[src/shared/sfrdec_pkg.sv]
// Constants for the special function register decoder and xram page register.
// Assumes an 8051-style core presenting direct, indirect, bit and external accesses.
package sfrdec_pkg;
   // ==========================================================
   // Address map
   localparam logic [7:0] SFR_BASE = 8'h80;
   localparam logic [7:0] SFR_TOP = 8'hff;
   localparam logic [7:0] XRAM_PAGE_ADDR = 8'haa;
   localparam logic [7:0] XRAM_PAGE_RESET = 8'h00;
   localparam logic [7:0] XRAM_PAGE_READ_MASK = 8'h01;
   localparam int PAGE_BIT_POS = 0;
   localparam logic [2:0] BITADR_LOW_ZERO = 3'h0;
   localparam logic [8:0] XRAM_ADDR_MASK = 9'h1ff;
   // Operation codes presented by the core
   typedef enum logic [1:0]
   {
      SFRDEC_OP_BYTE = 2'h0,
      SFRDEC_OP_BIT = 2'h1,
      SFRDEC_OP_IND = 2'h2
   } sfrdec_op_t;
endpackage

[src/rtl/sfrdec_top.sv]
// Direct-space decoder, bit access engine and xram page register.
// Assumes the core holds each request stable for one cycle and reads data one cycle later.
`timescale 1ns/10ps
module sfrdec_top
(
   input wire logic CLK,
   input wire logic RST,
   input wire logic ACC_VALID,
   input wire sfrdec_pkg::sfrdec_op_t ACC_OP,
   input wire logic ACC_WRITE,
   input wire logic [7:0] ACC_ADDR,
   input wire logic [7:0] ACC_WDATA,
   input wire logic XMOV_VALID,
   input wire logic XMOV_WIDE,
   input wire logic [7:0] XMOV_LOW,
   input wire logic [15:0] XMOV_PTR,
   input wire logic [7:0] PERIPH_RDATA,
   output logic SFR_SEL,
   output logic UPPER_RAM_SEL,
   output logic LOWER_RAM_SEL,
   output logic PERIPH_SEL,
   output logic BIT_REFUSED,
   output logic [7:0] RDATA,
   output logic [15:0] XMOV_ADDR,
   output logic [8:0] XRAM_INDEX,
   output logic PAGE_SELECT
);
   import sfrdec_pkg::*;

   // ==========================================================
   // Decode helpers
   function automatic logic in_sfr_space(input logic [7:0] a);
      in_sfr_space = (a >= SFR_BASE) && (a <= SFR_TOP);
   endfunction

   function automatic logic bit_capable(input logic [7:0] a);
      bit_capable = (a[2:0] == BITADR_LOW_ZERO);
   endfunction

   typedef struct packed
   {
      logic page_sel_r;
      logic [7:0] rdata_r;
      logic [15:0] xaddr_r;
      logic refused_r;
   } sfrdec_state_t;

   sfrdec_state_t st_r;
   sfrdec_state_t st_nxt;
   logic [7:0] reg_addr;
   logic [2:0] bit_pos;
   logic is_sfr;
   logic page_hit;
   logic [7:0] page_byte;
   logic [7:0] cur_byte;

   // ==========================================================
   // Address decode
   // Bit operand: high five bits pick the register, low three the bit
   assign reg_addr = (ACC_OP == SFRDEC_OP_BIT) ? {ACC_ADDR[7:3], BITADR_LOW_ZERO} : ACC_ADDR;
   assign bit_pos = ACC_ADDR[2:0];
   assign is_sfr = ACC_VALID && (ACC_OP != SFRDEC_OP_IND) && in_sfr_space(reg_addr);
   assign page_hit = is_sfr && (reg_addr == XRAM_PAGE_ADDR);
   assign page_byte = {7'h00, st_r.page_sel_r} & XRAM_PAGE_READ_MASK;
   assign cur_byte = page_hit ? page_byte : PERIPH_RDATA;

   // Steering outputs are combinational so the core sees them in the request cycle
   always_comb
   begin
      SFR_SEL = is_sfr;
      UPPER_RAM_SEL = ACC_VALID && (ACC_OP == SFRDEC_OP_IND) && ACC_ADDR[7];
      LOWER_RAM_SEL = ACC_VALID && !is_sfr && !UPPER_RAM_SEL;
      PERIPH_SEL = is_sfr && !page_hit;
      // Unoccupied addresses still reach peripherals; their answer is not defined
      // A bit operand always resolves to a 0/8 register, so this flags only a decode fault
      BIT_REFUSED = is_sfr && ACC_OP == SFRDEC_OP_BIT && !bit_capable(reg_addr);
   end

   // ==========================================================
   // Next state
   always_comb
   begin
      st_nxt = st_r;
      st_nxt.refused_r = BIT_REFUSED;
      if (page_hit && ACC_WRITE && !BIT_REFUSED)
      begin
         if (ACC_OP == SFRDEC_OP_BIT)
         begin
            // Only bit 0 exists; other bit positions hit unused zero bits
            if (bit_pos == 3'(PAGE_BIT_POS))
               st_nxt.page_sel_r = ACC_WDATA[0];
         end
         else
            st_nxt.page_sel_r = ACC_WDATA[PAGE_BIT_POS];
      end
      if (is_sfr && !ACC_WRITE)
         st_nxt.rdata_r = (ACC_OP == SFRDEC_OP_BIT) ? {7'h00, cur_byte[bit_pos]} : cur_byte;
      if (XMOV_VALID)
      begin
         if (XMOV_WIDE)
            st_nxt.xaddr_r = XMOV_PTR;
         else
            st_nxt.xaddr_r = {page_byte, XMOV_LOW};
      end
   end

   // ==========================================================
   // State register
   always_ff @(posedge CLK)
   begin
      if (RST)
      begin
         st_r.page_sel_r <= XRAM_PAGE_RESET[0];
         st_r.rdata_r <= 8'h00;
         st_r.xaddr_r <= 16'h0000;
         st_r.refused_r <= 1'b0;
      end
      else
         st_r <= st_nxt;
   end

   assign RDATA = st_r.rdata_r;
   assign XMOV_ADDR = st_r.xaddr_r;
   // Top seven bits dropped so 512 bytes repeat over 64k
   assign XRAM_INDEX = st_r.xaddr_r[8:0] & XRAM_ADDR_MASK;
   assign PAGE_SELECT = st_r.page_sel_r;
endmodule

[config.mk]
export PLATFORM = sky130hd
export DESIGN_NAME = sfrdec_top
export DESIGN_NICKNAME = d
export VERILOG_FILES = /design/src/shared/sfrdec_pkg.sv /design/src/rtl/sfrdec_top.sv
export SDC_FILE = /design/constraint.sdc
export NUM_CORES = 1
export LEC_CHECK = 0
export BUFFER_PORTS_ARGS = -buffer_cell sky130_fd_sc_hd__buf_2
export CORE_ASPECT_RATIO = 0.6
export CORE_MARGIN = 2
export CORE_UTILIZATION = 30
export CTS_CLUSTER_DIAMETER = 80
export DETAILED_ROUTE_END_ITERATION = 8
export PLACE_DENSITY = 0.72
export SYNTH_ARGS = -nofsm -noshare
export SYNTH_HDL_FRONTEND = slang
export SYNTH_SLANG_ARGS = --single-unit
[constraint.sdc]
create_clock -name CLK -period 1.75 [get_ports CLK]
set_input_delay 0.35 -clock CLK [delete_from_list [all_inputs] [get_ports CLK]]
set_output_delay 0.35 -clock CLK [all_outputs]
set_load 0.1 [all_outputs]
# Yosys cells after proc, flatten, opt, wreduce, memory -nomap -nowiden
# Cells that the tools add are included.
[totals] inputBits=56 wordCells=42 mem_bits_ro=0 memories=0 output_inout_bits=39 ramBits=0 latchBits=0 ff_bits=25
[op_classes] magnitude_cmp=3 div_mod_pow=0 add_sub_neg=0 eq_ne=5 n_shift=0 reduce_logical=23 bitwise=0 multipliers=0 n_mux=8
[op_table] operator="$mux 16" n=1
[op_table] operator="$mux 8" n=2
[op_table] operator="$logic_and 1x1->1" n=14
[op_table] operator="$eq 8x8->1 const B" n=1
[op_table] operator="$ge 8x8->1 const B" n=1
[op_table] operator="$le 8x8->1 const B" n=1
[op_table] operator="$logic_not 1->1" n=6
[op_table] operator="$logic_not 3->1" n=2
[op_table] operator="$lt 3x4->1 const B" n=1
[op_table] operator="$bmux 1 s3" n=1
[op_table] operator="$mux 1" n=3
[op_table] operator="$mux 3" n=1
[op_table] operator="$eq 2x1->1 const B" n=1
[op_table] operator="$eq 2x2->1 const B" n=1
[op_table] operator="$ne 2x1->1 const B" n=1
[op_table] operator="$ne 2x2->1 const B" n=1
[op_table] operator="$reduce_and 2->1" n=1

# Logic depth before layout (Yosys ltp)
[logic_depth] word_depth=10 ltp_mapped=7 mapped_depth_nobuf=6

# Worst setup path before layout
# No wires, ideal clock.
[synth_path] path_type="in2out" startpoint="input port ACC_OP[1]" endpoint="output port PERIPH_SEL" arrival_time_ns=2.100 n_path_buf=1 path_stages=4 required_ns=1.400 slack_ns=-0.700 path_cell_list="nand2b_1 > and4b_1 > buf_6 > nor2_1"
[synth_via] elab_chain_cells=8 word_cells_on_any_way=12
[synth_lines] element="start: declaration" line_no="sfrdec_top.sv:9" text="input wire sfrdec_pkg::sfrdec_op_t ACC_OP,"
[synth_lines] element="$eq 2x1->1" line_no="sfrdec_top.sv:60" text="assign reg_addr = (ACC_OP == SFRDEC_OP_BIT) ? {ACC_ADDR[7:3], BITADR_LOW_ZERO} : ACC_ADDR;"
[synth_lines] element="$mux 3" line_no="sfrdec_top.sv:60"
[synth_lines] element="$ge 8x8->1 or $le 8x8->1 (tied branches)" line_no="sfrdec_top.sv:33" text="in_sfr_space = (a >= SFR_BASE) && (a <= SFR_TOP);"
[synth_lines] element="$logic_and 1x1->1" line_no="sfrdec_top.sv:33"
[synth_lines] element="$logic_and 1x1->1" line_no="sfrdec_top.sv:62" text="assign is_sfr = ACC_VALID && (ACC_OP != SFRDEC_OP_IND) && in_sfr_space(reg_addr);"
[synth_lines] element="$logic_and 1x1->1" line_no="sfrdec_top.sv:63" text="assign page_hit = is_sfr && (reg_addr == XRAM_PAGE_ADDR);"
[synth_lines] element="$logic_not 1->1" line_no="sfrdec_top.sv:73" text="PERIPH_SEL = is_sfr && !page_hit;"
[synth_lines] element="$logic_and 1x1->1 (*)" line_no="sfrdec_top.sv:73"
[synth_lines] element="end: declaration" line_no="sfrdec_top.sv:21" text="output logic PERIPH_SEL,"
# Mark *: on every way between the ends. The rest lies on a longest branch, timed or not.

# Worst setup path in the final report
[layout_path] startpoint="input port ACC_ADDR[5]" endpoint="output port PERIPH_SEL"
[layout_via] elab_chain_cells=6 word_cells_on_any_way=8
[layout_lines] element="start: declaration" line_no="sfrdec_top.sv:11" text="input wire logic [7:0] ACC_ADDR,"
[layout_lines] element="$ge 8x8->1 or $le 8x8->1 (tied branches)" line_no="sfrdec_top.sv:33"
[layout_lines] element="$logic_and 1x1->1" line_no="sfrdec_top.sv:33"
[layout_lines] element="$logic_and 1x1->1" line_no="sfrdec_top.sv:62"
[layout_lines] element="$logic_and 1x1->1" line_no="sfrdec_top.sv:63"
[layout_lines] element="$logic_not 1->1" line_no="sfrdec_top.sv:73"
[layout_lines] element="$logic_and 1x1->1 (*)" line_no="sfrdec_top.sv:73"
# Marks and branches as above.

==> flow_summary_export.csv <==
group,metric,value,unit
sta,clock_skew,0.0000805,ns
setup_path,worstPathBufferInverterCount,3,
run_status,status,"finished, final reports clean",
die,rows,18,
setup_path,start_kind,"input port",
setup_path,timing.rr.start,"PAGE_SELECT",
cts,clkTransAtPathRegs,0.08,ns
yosys,ys_ff_latch,25,
sta,min_period_over_period,0.924,
setup_path,crit_path_start,"ACC_ADDR[5]",
power,p_leak,0.904,nW
sta,rsz0062_at_grt,"no",
sta,hold_viol_final,0,
die,die_w,87.5,microns
power,ir_drop,372,uV
cts,post_cts_resized,0,
grt,grt_usage,0.140,
power,p_per_area,849,mW/mm^2
cts,cts-root-buf,"clkbuf_8",
yosys,synthSimpleGateAreaFrac,0.237,
yosys,yosysWarnings,0,
yosys,synth_compound_area_frac,0.162,
sta,period_needed,1.62,ns
setup_path,max_stage_delay,0.19,ns
yosys,syn_area_per_cell,8.72,sq um
yosys,syn_nets,200,
sta,fmaxAchievable,619,MHz
setup_path,worst_path_max_delay_cell,"buf_12",
setup_path,endpoint_kind,"primary output",
die,core_area,0.00405,sq mm
cts,cts_sinks,25,
yosys,yosys.area.top_type_share,0.398,
setup_path,path_depth,6,
grt,grt_start_max_net_pins,26,
place,place.gp.congestion,0.715,
setup_path,r2r_slack,0.79,ns
yosys,synth_adder_area_share,0,
layout,area.growth.synth_to_final,42.1,%
yosys,yosys-top-cells-area,"dfxtp_1 40%, mux2i_1 9.6%, nor2_1 8.4%, buf_4 6.6%, a211oi_1 6.0%",
die,dieArea,0.00474,sq mm
power,power,1.52,mW
place,hpwl,2590,microns
grt,antenna_found_initial,0,
sta,tns,0,ns
run,drv_cap,0,
yosys,synth_top_family_by_area,"simple AND/OR/NAND/NOR gates",
drt,drc_errors,0,
setup_path,cp.required,1.40,ns
yosys,yosys.area_share.xor_xnor,0,
yosys,yosysTopAreaCell,"dfxtp_1",
die,initial_utilization,0.310,
cts,cts_tree,"yes",
drt,finalWirelength,3270,microns
cts,postCtsHoldBufs,0,
grt,grt_pass1_wl,5060,microns
drt,via_count,1261,
setup_path,endpoint,"PERIPH_SEL",
setup_path,cp_max_fo,7,
place,portBuffers,86,
cts,clk_latency,0.26,ns
setup_path,worstPathArrival,1.27,ns
yosys,syn-cell-area,0.00126,sq mm
layout,final.fill_count,433,
yosys,synth_cells,144,
cts,cts_max_level,1,
layout,most-common-layout-cells,"83 x buf_2, 26 x nor2_1, 25 x dfxtp_1",
cts,cts_setup_buffers,0,
sta,slew_viol_final,0,
layout,final_common_cell,"buf_2",
layout,drive_gt1_frac,0.464,
die,fp.dieH,54.1,microns
setup_path,path_class,"input port to primary output",
cts,cts-buffers-inserted,3,
grt,grt_pass1_vias,1087,
drt,post_drt_wl_per_cell,12.0,microns
die,pin_count,95,
yosys,yosysSeqAreaShare,0.398,
layout,antenna_cells,0,
grt,overflow,0,
drt,drt_pass1_iterations,4,
drt,final_antenna_net_count,0,
setup_path,r2r_end,"RDATA[0]",
drt,vias_per_cell,4.64,
setup_path,path_cells,"buf_2, and4bb_1, and4b_1, buf_4, nor2_2, buf_12",
sta,finalSetupViolCount,0,
yosys,synthMuxAreaShare,0.0956,
yosys,synth_cell_types,28,
setup_path,crit_family,"simple AND/OR/NAND/NOR gates",
layout,nets,279,
min_path,hp-class,"input port to flip-flop",
setup_path,r2r_cells,3,
cts,cts.path.max_buffers,2,
drt,initialDrtViolationCount,23,
==> cell families after synthesis <==
| family | after synthesis |
|---|---|
| AO/OA/AOI/OAI | 29 |
| buffers and inverters | 21 |
| flip-flops | 25 |
| multiplexers | 12 |
| other | 1 |
| AND/OR/NAND/NOR | 56 |
==> cell type report <==
type,count,area [sq um],share of cell area
well taps,50,62.6,0.0350
multi-input cells,98,633,0.355
clock buffers,4,45.0,0.0252
repair buffers,94,536,0.300
flip-flops and latches,25,500,0.280
inverters,1,8.76,0.00491
==> how the worst min path moves through the flow <==
stage / endpoint / cells past startpoint / start / slack (ns)
5_1_grt: XMOV_ADDR[10] / 3 / XMOV_PTR[10] / 0.32
4_1_cts: XMOV_ADDR[13] / 3 / XMOV_PTR[13] / 0.31
6_report: XMOV_ADDR[9] / 3 / XMOV_PTR[9] / 0.31
3_5_place_dp: RDATA[2] / 2 / RDATA[2] / 0.49
2_1_floorplan: XMOV_ADDR[10] / 2 / XMOV_PTR[10] / 0.49
3_3_place_gp: RDATA[2] / 2 / RDATA[2] / 0.48
==> sequential cells by signal, summed over array words and instances (netlist names) <==
| name | count |
|---|---|
| RDATA | 8 |
| PAGE_SELECT | 1 |
| XMOV_ADDR | 16 |
==> per-layer routing <==
metal / up-vias / global-route usage / share of wire / wire (microns)
met2: 55 / 0.217 / 0.42 / 1360
met5: - / 0 / 0 / 0
met3: 2 / 0.0506 / 0.086 / 282
met4: 0 / 0.0154 / 0.0012 / 4
met1: 555 / 0.194 / 0.50 / 1620
li1: 649 / - / - / -
==> synth_stat cells <==
cell	count
buf_4	11
a211oi_1	10
nand4b_1	1
and4bb_1	1
a22oi_1	7
conb_1	1
nor2b_1	9
a21boi_0	1
nor3b_1	1
and2_1	1
buf_2	2
clkbuf_1	6
buf_6	1
and3_1	1
nand2_1	4
nor4b_4	1
mux2i_1	12
nand2b_1	4
nor3_1	2
dfxtp_1	25
nor4_1	1
nand3_1	1
nor2_1	28
and4b_1	1
o221ai_1	1
a21oi_1	9
inv_2	1
a2111oi_2	1
==> worst reg2reg max path, cell delays in order, from the launching register on <==
cell and delay (ns):
dfxtp_1 0.38, and3_1 0.17, nor4_1 0.05, a2111oi_2 0.26
==> per-stage QoR <==
stage,util,area [sq um],hold WS (ns),worst slack (ns),std cells
floorplan,-,1270,0.489,-0.220,144
global placement,0.429,1740,0.480,0.0804,268
detailed placement,0.429,1740,0.488,0.00898,268
CTS,0.440,1790,0.306,0.121,272
global route,0.440,1790,0.318,0.0735,272
finish,0.440,1790,0.315,0.133,272
==> power breakdown <==
group	leakage (nW)	internal, mW	switching, mW	total, mW
registers	0.205	0.595	0.0150	0.610
logic	0.677	0.132	0.444	0.576
clock network	0.0228	0.162	0.167	0.329
total	0.904	0.889	0.626	1.52
(Power assumes the default switching activity.)
